--- config.mk ---
export PLATFORM = sky130hd
export DESIGN_NAME = fachs_core
export DESIGN_NICKNAME = d
export VERILOG_FILES = /design/src/design/fachs_pkg.sv /design/src/design/fachs_core.sv
export SDC_FILE = /design/constraint.sdc
export NUM_CORES = 1
export LEC_CHECK = 0
export ABC_AREA = 1
export BUFFER_PORTS_ARGS = -buffer_cell sky130_fd_sc_hd__buf_2
export CORE_ASPECT_RATIO = 0.75
export CORE_UTILIZATION = 30
export CTS_CLUSTER_DIAMETER = 80
export CTS_CLUSTER_SIZE = 12
export DETAILED_ROUTE_END_ITERATION = 8
export PLACE_DENSITY = 0.51
export SYNTH_ARGS = -nofsm -noshare
export SYNTH_HDL_FRONTEND = slang
export SYNTH_SLANG_ARGS = --single-unit
--- constraint.sdc ---
create_clock -name sys_clk -period 27.2 [get_ports sys_clk]
set_input_delay 5.44 -clock sys_clk [delete_from_list [all_inputs] [get_ports sys_clk]]
set_output_delay 5.44 -clock sys_clk [all_outputs]
set_load 0.01 [all_outputs]
--- src/design/fachs_pkg.sv ---
// fachs_pkg: constants and types for the fragment ack, retry and channel switch block
// assumes a 100 MHz system clock; times are given in clock cycles unless noted
package fachs_pkg;
   // register map (word offsets are byte addresses)
   localparam logic [7:0] ADDR_CTRL    = 8'h00;
   localparam logic [7:0] ADDR_STATUS  = 8'h04;
   localparam logic [7:0] ADDR_SWITCH  = 8'h08;
   localparam logic [7:0] ADDR_CHANNEL = 8'h0C;
   localparam logic [7:0] ADDR_FINAL   = 8'h10;
   // control field positions
   localparam int CTRL_GROUP_LSB  = 0;  // fragments_per_progress_ack, 6 bits
   localparam int CTRL_RETRY_LSB  = 8;  // retry_limit, 3 bits
   localparam int CTRL_DEFER_BIT  = 12; // deferred_final_ack_select
   localparam int CTRL_ACTIVE_BIT = 13; // fragment transaction active
   localparam int CTRL_TOTAL_LSB  = 16; // total fragment count, 5 bits
   localparam logic [2:0] RETRY_LIMIT_RESET = 3'h3;
   localparam logic [5:0] GROUP_RESET       = 6'h00;
   // timing
   localparam int CLK_MHZ              = 100;
   localparam int ACK_WAIT_US          = 10;
   localparam int ACK_WAIT_CYCLES      = ACK_WAIT_US * CLK_MHZ;
   localparam int REVERT_MS            = 100;
   localparam int REVERT_CYCLES        = REVERT_MS * 1000 * CLK_MHZ;
   // channel switch outcome codes
   typedef enum logic [2:0] {
      NTC_SUCCESS        = 3'h0,
      NTC_ACCESS_FAIL    = 3'h1,
      NTC_NO_ACK         = 3'h2,
      NTC_LEGACY         = 3'h3,
      NTC_INVALID_PARAM  = 3'h4
   } fachs_ntc_status_t;
   // originator states, Gray coded along the send, wait, retry path
   typedef enum logic [2:0] {
      ORG_IDLE  = 3'b000,
      ORG_SEND  = 3'b001,
      ORG_WAIT  = 3'b011,
      ORG_RETRY = 3'b010,
      ORG_DONE  = 3'b110
   } fachs_org_t;
   // channel switch states
   typedef enum logic [1:0] {
      SW_IDLE  = 2'b00,
      SW_SEND  = 2'b01,
      SW_WAIT  = 2'b11,
      SW_CHECK = 2'b10
   } fachs_sw_t;
endpackage

--- src/design/fachs_core.sv ---
// fachs_core: originator pacing and retry, recipient final ack, channel switch handshake
// assumes the frame engine around it builds cells and frames and reports link events
// as one-cycle pulses on sys_clk; the radio itself is outside this block
`timescale 1ns/1ps
// Overview of operation
// - pause after each group, await progress ack
// - resend fragments flagged missing, limited retries; a retry limit of zero leaves resends unlimited
// - on timeout resend last fragment, limited
// - retries first in order, then k new
// - ack request yields ack with status element
// - immediate final ack after reassembly, filtering
// - deferred mode: pending ack, status passed upward
// - deferred request triggers final ack with feedback
// - notice only from recipient to originator
// - notice follows final ack, ack requested
// - acknowledged notice moves both to new channel
// - notice never broadcast PAN or address
// - unacknowledged notice keeps current channel
// - revert channel after revert time expires
// - confirm new channel with first fragment
// - switch request carries offset, sequence, transaction
// - address mode idle only, transaction id active only
// - report notice outcome in four of the five codes, never legacy
// - received notice raises indication with fields
// - progress ack mask, groups of eight flags
// - flags lowest first, groups ascending
// - zero group size disables progress acks
// - retry limit zero to seven, default three
module fachs_core
   import fachs_pkg::*;
#(
   parameter int REVERT_COUNT = fachs_pkg::REVERT_CYCLES
) (
   // clock and reset
   input  wire logic        sys_clk,
   input  wire logic        rst,
   // register port
   input  wire logic [7:0]  regAddr,
   input  wire logic [31:0] regWrData,
   input  wire logic        regWr,
   input  wire logic        regRd,
   output logic [31:0]      regRdData,
   // originator link events
   input  wire logic        cellSent,
   input  wire logic        progressAckValid,
   input  wire logic [3:0]  progressAckMask,
   input  wire logic [31:0] progressAckFlags,
   output logic             sendCellReq,
   output logic [4:0]       sendCellNum,
   output logic             abortTxn,
   // recipient final acknowledgement
   input  wire logic        finalFragDone,
   input  wire logic        ackRequestFlag,
   input  wire logic        filterDone,
   input  wire logic [31:0] rxFragStatus,
   input  wire logic        deferredAckReq,
   input  wire logic [15:0] deferredFeedback,
   output logic             finalAckReq,
   output logic             finalAckPending,
   output logic             finalAckHasStatus,
   output logic [31:0]      finalAckStatus,
   output logic [15:0]      finalAckFeedback,
   output logic             frameUpInd,
   // channel switch notice
   input  wire logic        noticeTxDone,
   input  wire logic        noticeAcked,
   input  wire logic        noticeAccessFail,
   input  wire logic        noticeRx,
   input  wire logic [31:0] noticeRxFields,
   input  wire logic        linkAlive,
   output logic             noticeTxReq,
   output logic [31:0]      noticeTxFields,
   output logic             noticeTxAckReq,
   output logic             noticeIndication,
   output logic [31:0]      noticeIndFields,
   output logic             channelSwitch,
   output logic [7:0]       activeChannel,
   output logic             confirmFirstFrag
);
   import fachs_pkg::*;

   // configuration held by software
   logic [5:0]  groupSize;
   logic [2:0]  retryLimit;
   logic        deferSelect;
   logic        txnActive;
   logic [4:0]  totalFrags;
   logic [7:0]  newChannel;
   logic [7:0]  seqId;
   logic [15:0] txnId;
   logic        dstBroadcast;
   logic        isRecipient;
   logic        swStart;
   logic [2:0]  ntcStatus;

   // originator state
   fachs_org_t  orgState;
   logic [4:0]  nextFrag;
   logic [5:0]  sentInGroup;
   logic [31:0] retryMask;
   logic [2:0]  timeoutCount;
   logic [2:0]  resendCount;
   logic [4:0]  lastSent;
   logic [15:0] waitTimer;
   logic        cellBusy;

   // switch state
   fachs_sw_t   swState;
   logic [7:0]  prevChannel;
   logic [31:0] revertTimer;
   logic        revertArmed;
   logic        finalAckSeen;

   logic        wrCtrl;
   logic        wrSwitch;
   logic        wrChannel;
   logic        hasRetry;
   logic [4:0]  firstRetry;

   assign wrCtrl    = regWr && (regAddr == ADDR_CTRL);
   assign wrSwitch  = regWr && (regAddr == ADDR_SWITCH);
   assign wrChannel = regWr && (regAddr == ADDR_CHANNEL);

   // lowest pending retry keeps original transmission order
   always_comb begin
      hasRetry   = 1'b0;
      firstRetry = 5'h00;
      for (int i = 31; i >= 0; i--) begin
         if (retryMask[i]) begin
            hasRetry   = 1'b1;
            firstRetry = 5'(i);
         end
      end
   end

   // control register
   always_ff @(posedge sys_clk or posedge rst) begin
      if (rst) begin
         groupSize   <= GROUP_RESET;
         retryLimit  <= RETRY_LIMIT_RESET;
         deferSelect <= 1'b0;
         txnActive   <= 1'b0;
         totalFrags  <= 5'h00;
      end else if (wrCtrl) begin
         groupSize   <= regWrData[CTRL_GROUP_LSB +: 6];
         retryLimit  <= regWrData[CTRL_RETRY_LSB +: 3];
         deferSelect <= regWrData[CTRL_DEFER_BIT];
         txnActive   <= regWrData[CTRL_ACTIVE_BIT];
         totalFrags  <= regWrData[CTRL_TOTAL_LSB +: 5];
      end
   end

   // switch request: channel offset, sequence id, transaction id
   always_ff @(posedge sys_clk or posedge rst) begin
      if (rst) begin
         newChannel   <= 8'h00;
         seqId        <= 8'h00;
         txnId        <= 16'h0000;
         dstBroadcast <= 1'b0;
         isRecipient  <= 1'b0;
         swStart      <= 1'b0;
      end else begin
         swStart <= 1'b0;
         if (wrSwitch) begin
            newChannel <= regWrData[7:0];
            seqId      <= regWrData[15:8];
            // transaction id only counts while a transaction runs
            txnId        <= txnActive ? regWrData[31:16] : 16'h0000;
            swStart      <= 1'b1;
         end
         if (wrChannel) begin
            // broadcast flag is meaningful only for addressed mode when idle
            dstBroadcast <= regWrData[8] && !txnActive;
            isRecipient  <= regWrData[9];
         end
      end
   end

   // originator pacing, retry and timeout
   always_ff @(posedge sys_clk or posedge rst) begin
      if (rst) begin
         orgState     <= ORG_IDLE;
         nextFrag     <= 5'h00;
         sentInGroup  <= 6'h00;
         retryMask    <= 32'h0000_0000;
         timeoutCount <= 3'h0;
         resendCount  <= 3'h0;
         lastSent     <= 5'h00;
         waitTimer    <= 16'h0000;
         cellBusy     <= 1'b0;
         sendCellReq  <= 1'b0;
         sendCellNum  <= 5'h00;
         abortTxn     <= 1'b0;
      end else begin
         sendCellReq <= 1'b0;
         abortTxn    <= 1'b0;
         cellBusy    <= (cellBusy || sendCellReq) && !cellSent;
         unique case (orgState)
            ORG_IDLE: begin
               if (wrCtrl && regWrData[CTRL_ACTIVE_BIT] && !isRecipient) begin
                  orgState    <= ORG_SEND;
                  nextFrag    <= 5'h01; // fragment zero marks abort
                  sentInGroup <= 6'h00;
               end
            end
            ORG_SEND: begin
               if (cellSent) begin
                  sentInGroup <= sentInGroup + 6'h01;
                  // group full: stop and await progress ack
                  if (groupSize != 6'h00 && sentInGroup + 6'h01 >= groupSize) begin
                     orgState  <= ORG_WAIT;
                     waitTimer <= 16'(ACK_WAIT_CYCLES);
                  end else if (!hasRetry && lastSent == totalFrags) begin
                     orgState <= ORG_DONE;
                  end
               end else if (!sendCellReq && !cellBusy) begin
                  sendCellReq <= 1'b1;
                  if (hasRetry) begin
                     // retries precede the k new fragments
                     sendCellNum <= firstRetry;
                     lastSent    <= firstRetry;
                     retryMask[firstRetry] <= 1'b0;
                  end else begin
                     sendCellNum <= nextFrag;
                     lastSent    <= nextFrag;
                     nextFrag    <= nextFrag + 5'h01;
                  end
               end
            end
            ORG_WAIT: begin
               if (progressAckValid) begin
                  timeoutCount <= 3'h0;
                  sentInGroup  <= 6'h00;
                  if (progressAckMask == 4'h0) begin
                     orgState <= ORG_IDLE;
                  end else if (retryLimit != 3'h0 && resendCount >= retryLimit
                               && progressAckFlags != 32'hFFFF_FFFF) begin
                     abortTxn <= 1'b1;
                     orgState <= ORG_IDLE;
                  end else begin
                     // flags below the next new fragment, per present group
                     for (int g = 0; g < 4; g++) begin
                        for (int b = 0; b < 8; b++) begin
                           if (progressAckMask[g] && !progressAckFlags[g*8+b]
                               && (g*8+b) > 0 && 5'(g*8+b) < nextFrag) begin
                              retryMask[g*8+b] <= 1'b1;
                           end
                        end
                     end
                     if (progressAckFlags != 32'hFFFF_FFFF) begin
                        resendCount <= resendCount + 3'h1;
                     end
                     orgState <= (lastSent == totalFrags && progressAckFlags == 32'hFFFF_FFFF)
                                 ? ORG_DONE : ORG_SEND;
                  end
               end else if (waitTimer == 16'h0001) begin
                  if (timeoutCount >= retryLimit) begin
                     abortTxn <= 1'b1;
                     orgState <= ORG_IDLE;
                  end else begin
                     orgState <= ORG_RETRY;
                  end
               end else begin
                  waitTimer <= waitTimer - 16'h0001;
               end
            end
            ORG_RETRY: begin
               // resend the last fragment, then wait again
               if (cellSent) begin
                  timeoutCount <= timeoutCount + 3'h1;
                  waitTimer    <= 16'(ACK_WAIT_CYCLES);
                  orgState     <= ORG_WAIT;
               end else if (!sendCellReq && !cellBusy) begin
                  sendCellReq <= 1'b1;
                  sendCellNum <= lastSent;
               end
            end
            ORG_DONE: begin
               if (!txnActive) begin
                  orgState <= ORG_IDLE;
               end
            end
            default: orgState <= ORG_IDLE;
         endcase
      end
   end

   // recipient final acknowledgement
   always_ff @(posedge sys_clk or posedge rst) begin
      if (rst) begin
         finalAckReq       <= 1'b0;
         finalAckPending   <= 1'b0;
         finalAckHasStatus <= 1'b0;
         finalAckStatus    <= 32'h0000_0000;
         finalAckFeedback  <= 16'h0000;
         frameUpInd        <= 1'b0;
         finalAckSeen      <= 1'b0;
      end else begin
         finalAckReq  <= 1'b0;
         frameUpInd   <= 1'b0;
         finalAckSeen <= 1'b0;
         if (finalFragDone && ackRequestFlag && !deferSelect && filterDone) begin
            // wait for reassembly and filtering before answering
            finalAckReq       <= 1'b1;
            finalAckPending   <= 1'b0;
            finalAckHasStatus <= 1'b1;
            finalAckStatus    <= rxFragStatus;
            finalAckSeen      <= 1'b1;
         end else if (finalFragDone && ackRequestFlag && deferSelect) begin
            finalAckReq       <= 1'b1;
            finalAckPending   <= 1'b1;
            finalAckHasStatus <= 1'b0;
            finalAckStatus    <= rxFragStatus;
            frameUpInd        <= 1'b1;
         end else if (deferredAckReq && deferSelect) begin
            finalAckReq       <= 1'b1;
            finalAckPending   <= 1'b0;
            finalAckHasStatus <= 1'b1;
            finalAckFeedback  <= deferredFeedback;
            finalAckSeen      <= 1'b1;
         end
      end
   end

   // channel switch notice handshake and revert
   always_ff @(posedge sys_clk or posedge rst) begin
      if (rst) begin
         swState          <= SW_IDLE;
         noticeTxReq      <= 1'b0;
         noticeTxFields   <= 32'h0000_0000;
         noticeTxAckReq   <= 1'b0;
         ntcStatus        <= NTC_SUCCESS;
         channelSwitch    <= 1'b0;
         activeChannel    <= 8'h00;
         prevChannel      <= 8'h00;
         revertTimer      <= 32'h0000_0000;
         revertArmed      <= 1'b0;
         confirmFirstFrag <= 1'b0;
         noticeIndication <= 1'b0;
         noticeIndFields  <= 32'h0000_0000;
      end else begin
         noticeTxReq      <= 1'b0;
         channelSwitch    <= 1'b0;
         noticeIndication <= 1'b0;
         confirmFirstFrag <= 1'b0;
         if (noticeRx) begin
            noticeIndication <= 1'b1;
            noticeIndFields  <= noticeRxFields;
            prevChannel      <= activeChannel;
            activeChannel    <= noticeRxFields[7:0];
            channelSwitch    <= 1'b1;
            revertArmed      <= 1'b1;
            revertTimer      <= REVERT_COUNT;
            confirmFirstFrag <= !isRecipient;
         end
         unique case (swState)
            SW_IDLE: begin
               if (swStart) begin
                  // only a recipient, never to broadcast
                  if (!isRecipient || dstBroadcast) begin
                     ntcStatus <= NTC_INVALID_PARAM;
                  end else begin
                     swState <= SW_SEND;
                  end
               end
            end
            SW_SEND: begin
               // the notice waits for the aggregated final ack, or goes at once when no transaction is active
               if (finalAckSeen || !txnActive) begin
                  noticeTxReq    <= 1'b1;
                  noticeTxFields <= {txnId, seqId, newChannel};
                  noticeTxAckReq <= 1'b1;
                  swState        <= SW_WAIT;
               end
            end
            SW_WAIT: begin
               if (noticeTxDone) begin
                  swState <= SW_CHECK;
                  if (noticeAccessFail) begin
                     ntcStatus <= NTC_ACCESS_FAIL;
                  end else if (!noticeAcked) begin
                     ntcStatus <= NTC_NO_ACK;
                  end else begin
                     ntcStatus     <= NTC_SUCCESS;
                     prevChannel   <= activeChannel;
                     activeChannel <= newChannel;
                     channelSwitch <= 1'b1;
                     revertArmed   <= 1'b1;
                     revertTimer   <= REVERT_COUNT;
                  end
               end
            end
            SW_CHECK: swState <= SW_IDLE;
         endcase
         if (revertArmed && !noticeRx && !(swState == SW_WAIT && noticeTxDone)) begin
            if (linkAlive) begin
               revertArmed <= 1'b0;
            end else if (revertTimer == 32'h0000_0001) begin
               activeChannel <= prevChannel;
               channelSwitch <= 1'b1;
               revertArmed   <= 1'b0;
            end else begin
               revertTimer <= revertTimer - 32'h0000_0001;
            end
         end
      end
   end

   // read port: data one cycle after the strobe, unmapped reads zero
   always_ff @(posedge sys_clk or posedge rst) begin
      if (rst) begin
         regRdData <= 32'h0000_0000;
      end else if (regRd) begin
         unique case (regAddr)
            ADDR_CTRL:    regRdData <= {11'h000, totalFrags, 2'b00, txnActive, deferSelect,
                                        1'b0, retryLimit, 2'b00, groupSize};
            ADDR_STATUS:  regRdData <= {9'h000, ntcStatus, swState, 2'b00,
                                        timeoutCount, resendCount, orgState,
                                        nextFrag, 1'b0, revertArmed};
            ADDR_SWITCH:  regRdData <= {txnId, seqId, newChannel};
            ADDR_CHANNEL: regRdData <= {prevChannel, 6'h00, isRecipient, dstBroadcast,
                                        8'h00, activeChannel};
            ADDR_FINAL:   regRdData <= finalAckStatus;
            default:      regRdData <= 32'h0000_0000;
         endcase
      end else begin
         regRdData <= 32'h0000_0000;
      end
   end
endmodule

==> results.md, run 1 <==
Logic synthesis:
- For this run, the leading register cell type out of synthesis is dfrtp_1.
- The distinct cell type count after synthesis is between 60 and 70.
- The area share of the largest cell type after synthesis is between 50% and 60%.
- The number of enable flip-flop cells after synthesis is 0.
- The cell area after synthesis is roughly 17000 um^2.
- Synthesis handed over a netlist of between 2000 and 2500 instances.
- Sorting the synthesized cells by area gives the leading types as dfrtp_1, nand2_1, o21ai_0.
- The share of synthesized registers carrying an async set or reset is 100%.
- After synthesis the netlist holds a flip-flop and latch count of 340.
- dfrtp_1 takes more of the synthesized area than any other cell.
- Synthesis produced a netlist with a net count of approximately 2200.
- Dividing the synthesized area by the synthesized cell count gives between 8 and 9 um^2.
- The sequential element share of the synthesized area is 51.3%.
- During synthesis, Yosys emitted a total of 0 warnings.

Timing:
- Setup violations remaining at the end of the flow were counted as 0.
- For this run, the top clock speed supported by timing is ~0.11 GHz.
- The ratio of final minimum period to clock period is roughly a third.
- The clock period minus final worst setup slack is about 9000 ps.
- The final count of hold timing violations is 0.
- The clock skew is between 15 and 20 ps.
- The pin slew with the least headroom to its limit is around 1100 ps.
- The count of pins over their slew limit came to 0.
- Setup repair after global routing left no endpoint under its margin.
- The final worst-path setup slack is 18450 ps.
- The setup total negative slack is 0 ps.
- Measured against its own limit, the worst slew margin works out to 27.6%.

CTS:
- The total clock buffers created by CTS is 36.
- Counting every sink on the clock net gives 340.
- The clock latency on the worst-skew pair is roughly 540 ps.
- The root buffer cell chosen for the clock tree is clkbuf_16.
- In this run the number of H-tree levels came out at 2.
- TritonCTS built the clock tree.
- The clock transition time at the flip-flop clock pins of the worst setup and hold paths is roughly 60 ps.
- The clock tree buffer depth is 3.
- The post-CTS repair timing setup buffer count is 0.
- Once the clock tree was built, the resizer swapped 0 gates to a different size.
- Buffers inserted to repair hold after CTS numbered 0.

Floorplan:
- The total core area is around 55000 um^2.
- The number of standard-cell rows in the floorplan is between 70 and 80.
- During I/O placement, the number of pins put on the boundary was roughly 340.
- The die is roughly 200 um tall.
- The die span in x is between 200 and 300 um.
- The initial utilization of the core area, before any placement, comes to a little under a third.
- The die covers ~56000 um^2.

Setup path:
- Together, buffers and inverters on the worst path number 5.
- The kind of cell adding the most delay to the critical path is simple AND/OR/NAND/NOR gates.
- The highest-delay cell along the critical path is clkinv_1.
- The delay of the slowest cell on the worst path is 820 ps.
- In this run the worst path has a maximum fanout of 38.
- The worst setup path is captured at a flop.
- At the worst endpoint, the required time is between 20000 and 30000 ps.
- In this design, the critical path's most frequently occurring cell is inv_1.
- The critical path in this run is classified as in -> reg.
- The data arrival time of the critical path is about 9000 ps.
- Walking the worst path, the cells encountered are buf_2 > nor3_1 > inv_1 > nor2_1 > inv_1 > nor3_4 > clkinv_1 > nor2_4 > buf_4 > mux2_2.
- The internal reg-to-reg setup slack is 23520 ps.
- The worst setup path is launched from a primary input.

Outcome:
- The run finished with clean final reports.

Worst hold path:
- The worst hold path belongs to the class reg -> reg.

Cells and area:
- The design area is 20100 um^2.
- Compared with the post-synthesis result, the final layout area differs by 21.2%.
- The final instance count without filler cells is approximately 3100.
- The number of inserted filler cells in the final layout is between 5000 and 6000.
- In the final design database the tool counted around 2600 nets.
- The utilization after layout is between 30 and 40%.
- Leaving out fill and tap cells, the most frequent cell in the layout is nand2_1.
- The fraction of layout cells with a size suffix above 1 is 19.5%.
- In the layout the commonest cells are nand2_1, dfrtp_1, buf_2, inv_1, nor2_1.

Pwr:
- The standby leakage power is ~10 nW.
- The power per cell area is 84.1 nW/um^2.
- The part of the total power dissipated in sequential elements is 41.1%.
- In this run the power spent charging and discharging nets is roughly 0.00066 W.
- The relative contribution of combinational cells to total power is 31.5%.
- The internal power is 0.00103 W.
- The largest voltage drop on the vdd net is approximately 0.036 mV.
- The switching part of the total power is between 30% and 40%.
- Of the total power, the clock network draws 27.4%.

Place:
- The HPWL after detailed placement is roughly 42000 um.
- The worst slack at placement is roughly 18000 ps.
- The final weighted congestion in routability-driven placement is 0.912.
- After detailed placement, the total cell area comes to around 19000 um^2.
- The number of placed instances, taps included is just over 3000.
- The port buffer count is between 300 and 400.

Detailed routing:
- The count of routing violations after the opening detailed-route iteration is ~1300.
- The post-detailed-route DRC marker count is 0.
- The first detailed-routing pass ran for 6 iterations.
- The routed wire length per instance is between 15 and 20 um.
- In this run the remaining antenna-violating nets after routing total 0.
- The total length of routed wires is about 56000 um.
- The number of vias per cell is roughly 5.
- Across all layers, the routed design uses 15300 vias.

Global route:
- The via count of the first global-routing pass is between 10000 and 15000.
- The total routing resource utilization after global routing is 19.8%.
- The first-pass GRT wire length is around 86000 um.
- The global route total overflow is 0.
- Entering global routing, the biggest net connects 97 pins.
- The number of antenna violations at the first check in global routing is 5.

Run:
- Across the run, the number of max-cap violations was 0.
## cell families (layout without fill, tap and decap cells)
group	Yosys count	count (layout)	share of synthesized area, %
adders and majority gates	20	20	1.51
xor gates and xnor gates	11	11	0.581
DFF	340	340	51.3
buffers and inverters	362	701	8.31
other	0	1	0
AOI/OAI and AO/OA	415	415	14.3
and+or+nand+nor	879	879	22.2
muxes	26	26	1.75
## routing by layer
| layer | routed length [um] | vias up | GRT usage, % | share of wire (%) |
|---|---|---|---|---|
| met5 | 22 | - | 0 | 0.039 |
| met4 | 1030 | 4 | 4.55 | 1.8 |
| met3 | 4200 | 67 | 4.01 | 7.5 |
| met2 | 24100 | 583 | 29.2 | 43 |
| met1 | 26900 | 7310 | 29.4 | 48 |
| li1 | - | 7337 | - | - |
## power by group through the flow
stage | Sequential, W | Combinational, W | Clock, W
after floorplan | 0.000696 | 0.000342 | 0
after global placement | 0.000701 | 0.000526 | 0
after detailed placement | 0.000702 | 0.000533 | 0
after CTS | 0.000694 | 0.000534 | 0.000477
after global routing | 0.000707 | 0.000602 | 0.000495
final | 0.000694 | 0.000533 | 0.000463
## stage by stage
stage | power [W] | hold WS, ps
after CTS | 0.00171 | 469
after global placement | 0.00123 | 451
after global routing | 0.00180 | 488
after floorplan | 0.00104 | 453
final | 0.00169 | 464
after detailed placement | 0.00123 | 455
## synth_stat cells (4+ instances only)
library cell,n
inv_2,9
clkinv_1,4
nand4_1,39
o31ai_1,6
nand3_1,83
mux2_2,24
o21a_1,5
o211ai_1,11
o21ai_0,221
dfrtp_1,338
a21oi_2,10
ha_1,20
nor2_1,256
buf_1,4
inv_1,278
nand2_1,436
a221oi_1,16
xor2_1,7
o22ai_1,35
buf_2,4
clkbuf_1,60
or2_2,4
a21oi_1,85
nor4_1,10
nor3_1,28
xnor2_1,4
## final cells by class
class | count | area, um^2 | share of cell area [%]
clock inverter | 7 | 87.6 | 0.436
antenna | 1 | 2.50 | 0.0125
inverter | 291 | 1100 | 5.47
timing repair buffer | 352 | 1800 | 8.94
tap | 722 | 903 | 4.50
clock buffer | 51 | 957 | 4.76
sequential | 340 | 8510 | 42.4
multi-input combinational | 1351 | 6740 | 33.5
## state kept, by name, summed over array words and instances, names as in the netlist, 6 cells and up
name              flops
retryMask            32
sentInGroup           6
noticeIndFields      32
groupSize             6
txnId                16
finalAckFeedback     16
activeChannel         8
waitTimer            16
noticeTxFields       32
regRdData            32
seqId                 8
prevChannel           8
revertTimer          32
finalAckStatus       32
newChannel            8
## path summary, 6_finish.rpt
| path | cells past startpoint | to | startpoint |
|---|---|---|---|
| max reg2reg | 10 | revertTimer[22] | swState[1] |
| max | 10 | seqId[7] | regAddr[5] |
| min in group asynchronous | 2 | finalAckStatus[22] | rst |
| min reg2reg | 2 | noticeIndFields[28] | noticeIndFields[28] |
| max in group asynchronous | 5 | finalAckFeedback[2] | rst |
| min | 2 | noticeIndFields[28] | noticeIndFields[28] |
## tightest hold or removal path: cells and delay by family, from the launching register on
family | cells | cell delay [ps]
simple gates | 2 | 90
flops | 1 | 340
(Power assumes the default switching activity.)
==> run 2: changes to the inputs <==
--- a/config.mk
+++ b/config.mk
@@ -12,7 +12,7 @@
 export CTS_CLUSTER_DIAMETER = 80
 export CTS_CLUSTER_SIZE = 12
 export DETAILED_ROUTE_END_ITERATION = 8
-export PLACE_DENSITY = 0.51
+export PLACE_DENSITY = 0.53
 export SYNTH_ARGS = -nofsm -noshare
 export SYNTH_HDL_FRONTEND = slang
 export SYNTH_SLANG_ARGS = --single-unit
==> constraint.sdc (replaced) <==
create_clock -name sys_clk -period 7.32 [get_ports sys_clk]
set_input_delay 1.464 -clock sys_clk [delete_from_list [all_inputs] [get_ports sys_clk]]
set_output_delay 1.464 -clock sys_clk [all_outputs]
set_load 0.01 [all_outputs]
==> results.md, run 2 (synthesis results as in run 1) <==
Timing:
- The number of setup violations in the final report is 0 (unchanged).
- Unrepaired setup endpoints after global routing: no (unchanged).
- Static timing analysis puts the maximum clock frequency at ~0.21 GHz.
- The max-slew headroom at the worst pin is 8.21% (was 27.6%).
- The setup total negative slack is 0 ps (unchanged).
- The count of pins over their slew limit is 0 (unchanged).
- The pin slew with the least headroom to its limit is 1360 ps (was 1080 ps).
- Dividing the final minimum period by the clock period gives between 60 and 70%.
- The clock skew is 13.5 ps (was 16.5 ps).
- The final count of hold timing violations was 0 (unchanged).
- The clock period minus final worst setup slack is 4660 ps.

Cells and area:
- The utilization after layout is 36.6% (was 36.8%).
- Leading cell types in the layout, fill and taps excluded: nand2_1, dfrtp_1, buf_2, inv_1, nor2_1 (unchanged).
- The leading cell type in the layout, fill and taps excluded is nand2_1 (unchanged).
- The number of antenna cells inserted was 0 (was 1).
- The fraction of layout cells with a size suffix above 1 is 19.4% (was 19.5%).
- The number of inserted filler cells in the final layout came to 5658 (was 5724).
- The number of nets in the layout was 2558 (was 2563).
- The synthesis-to-finish area growth came to 20.5% (was 21.2%).

CTS:
- The number of clock sinks is 340 (unchanged).
- The post-CTS repair timing setup buffer count is 0 (unchanged).
- The total clock buffers created by CTS is 34 (was 36).
- The clock latency on the worst-skew pair came to 550 ps (was 540 ps).
- The clock transition time at the flip-flop clock pins of the worst setup and hold paths was 60 ps (about the same).
- The CTS tree is done (unchanged).
- The root cell of the clock tree is clkbuf_16 (unchanged).
- The post-cts repair resize count is 0 (unchanged).
- The clock tree buffer depth is 3 (unchanged).
- The H-tree depth reported by CTS is 2 (unchanged).
- The hold buffer count at CTS came to 0 (unchanged).

Detailed routing:
- The routed length on met3 is 3780 um (was 4200 um).
- The number of nets with antenna violations after detailed routing is 0 (unchanged).
- The post-detailed-route DRC marker count is 0 (unchanged).
- The routed length on met2 came to 24300 um (was 24100 um).
- The routed length on met1 is 27600 um (was 26900 um).
- The routed wire length per instance is 18.3 um (was 18.1 um).
- The total length of routed wires came to 56600 um (was 56300 um).
- The detailed-routing iteration count for the pre-antenna-repair pass is 5 (was 6).
- The number of vias per cell came to 4.90 (was 4.91).
- The uppermost layer routed is met5 (unchanged).
- The routed via count is 15200 (was 15300).
- The count of routing violations after the opening detailed-route iteration is 1168 (was 1338).

Run:
- The reported max-cap violation count is 0 (unchanged).

Floorplan:
- The floorplan die area is 56200 um^2 (unchanged).
- The number of primary I/O pins was 339 (unchanged).
- The number of standard-cell rows in the floorplan is 74 (unchanged).
- The vertical die dimension was 206 um (unchanged).
- The effective utilization at floorplan was 30.4% (unchanged).
- The total core area is 54500 um^2 (unchanged).
- The die span in x is 274 um (unchanged).

Global route:
- The number of antenna violations at the first check in global routing was 6 (was 5).
- The first-pass GRT wire length is 86100 um (was 86000 um).
- The via count of the first global-routing pass came to 14400 (was 14500).
- The global route total overflow is 0 (unchanged).
- The total routing resource utilization after global routing is 20.0% (was 19.8%).
- The maximum number of pins on one net before global-route repair came to 115 (was 97).

Setup path:
- The launch point of the worst reg-to-reg path is swState[1] (unchanged).
- The peak fanout along the critical path is 35 (was 38).
- The required time of the critical path was 7790 ps (was 27630 ps).
- Worst path cell trace: buf_2 > nor3_1 > inv_1 > nor2_1 > inv_1 > nor3_4 > clkinv_1 > nor2_4 > buf_4 > nand3_1 > o21ai_0 (was buf_2 > nor3_1 > inv_1 > nor2_1 > inv_1 > nor3_4 > clkinv_1 > nor2_4 > buf_4 > mux2_2).
- The kind of cell adding the most delay to the critical path is simple AND/OR/NAND/NOR gates (unchanged).
- The kind of critical path is in -> reg (unchanged).
- The terminus of the critical flop-to-flop path was revertTimer[22] (unchanged).
- The logic depth of the worst register-to-register path is 10 (unchanged).
- The critical path startpoint category is a primary input (unchanged).
- The highest-delay cell along the critical path is clkinv_1 (unchanged).
- The kind of capture point of the worst setup path is a flop (unchanged).
- The internal reg-to-reg setup slack came to 3710 ps (was 23520 ps).
- The data arrival time of the critical path is 5130 ps (was 9180 ps).
- The critical path buffer and inverter count is 5 (unchanged).
- The delay of the slowest cell on the worst path is 800 ps (was 820 ps).
- The cell repeated most along the worst path is inv_1 (unchanged).

Worst hold path:
- The worst hold-check path type is reg -> reg (unchanged).
- The launch point of the worst hold path is noticeIndFields[10] (was noticeIndFields[28]).
- The worst-case hold path end point is noticeIndFields[10] (was noticeIndFields[28]).
- The worst hold path stage count is 2 (unchanged).

Place:
- The port buffer count came to 338 (unchanged).
- The HPWL after detailed placement is 42300 um (about the same).
- The final weighted congestion in routability-driven placement is 0.907 (was 0.912).

Pwr:
- The largest voltage drop on the vdd net came to 0.146 mV (was 0.0362 mV).
- The standby leakage power is 10.1 nW (about the same).
- The power per cell area came to 310 nW/um^2 (was 84.1 nW/um^2).

Outcome:
- Run status: complete, no violations (unchanged).
-- run 2: cell types whose count changed in the layout (fill, tap and decap cells not counted), moves of 2 or more --
cell / before / now
buf_4: 14 / 10
clkbuf_1: 15 / 6
clkbuf_16: 36 / 34
clkinv_8: 3 / 1
inv_8: 3 / 0
-- run 2: report_power, final --
part	switching, W	leakage [nW]	internal (W)	total, W
logic	0.00133	5.55	0.000649	0.00198
registers	0.000322	4.07	0.00226	0.00259
clock network	0.000752	0.460	0.000879	0.00163
total	0.00240	10.1	0.00379	0.00619
-- run 2: worst reg2reg max path, delay by kind of cell, from the launching register on --
family          cells  cell delay [ps]
simple gates        4             1770
buf+inv             4              840
flops               1              460
compound gates      2              440
-- run 2: layer usage --
metal  up-vias  GRT usage [%]
met4         4           4.63
met2       523           29.6
li1       7308              -
met3        58           3.92
met1      7297           29.8
met5         -              0
-- run 2: per-stage QoR --
step / setup slack, ps / hold WS, ps / power (W) / std cells / instance area [um^2]
2_1_floorplan: 1310 / 453 / 0.00386 / 2053 / 16600
3_3_place_gp: 2210 / 449 / 0.00455 / 3053 / 19000
3_5_place_dp: 2040 / 454 / 0.00459 / 3053 / 19000
4_1_cts: 2610 / 469 / 0.00626 / 3098 / 20000
5_1_grt: 2340 / 488 / 0.00662 / 3098 / 20000
6_report: 2660 / 462 / 0.00619 / 3098 / 20000
-- run 2: worst max path at each step --
stage | start | endpoint | slack, ps | cells after the start
after floorplan | rst | abortTxn | 1310 | 1
final | regAddr[5] | txnId[2] | 2660 | 11
after detailed placement | regAddr[5] | txnId[4] | 2040 | 11
after global placement | regAddr[5] | txnId[4] | 2210 | 11
after global routing | regAddr[5] | txnId[0] | 2340 | 11
after CTS | regAddr[5] | txnId[2] | 2610 | 11
-- run 2: layout make-up --
class | instances | area [um^2] | area share, %
clock buffer | 40 | 873 | 4.37
tap | 722 | 903 | 4.52
inverter | 291 | 1100 | 5.49
timing repair buffer | 349 | 1790 | 8.94
multi-input combinational | 1351 | 6740 | 33.7
sequential | 340 | 8510 | 42.6
clock inverter | 5 | 68.8 | 0.344
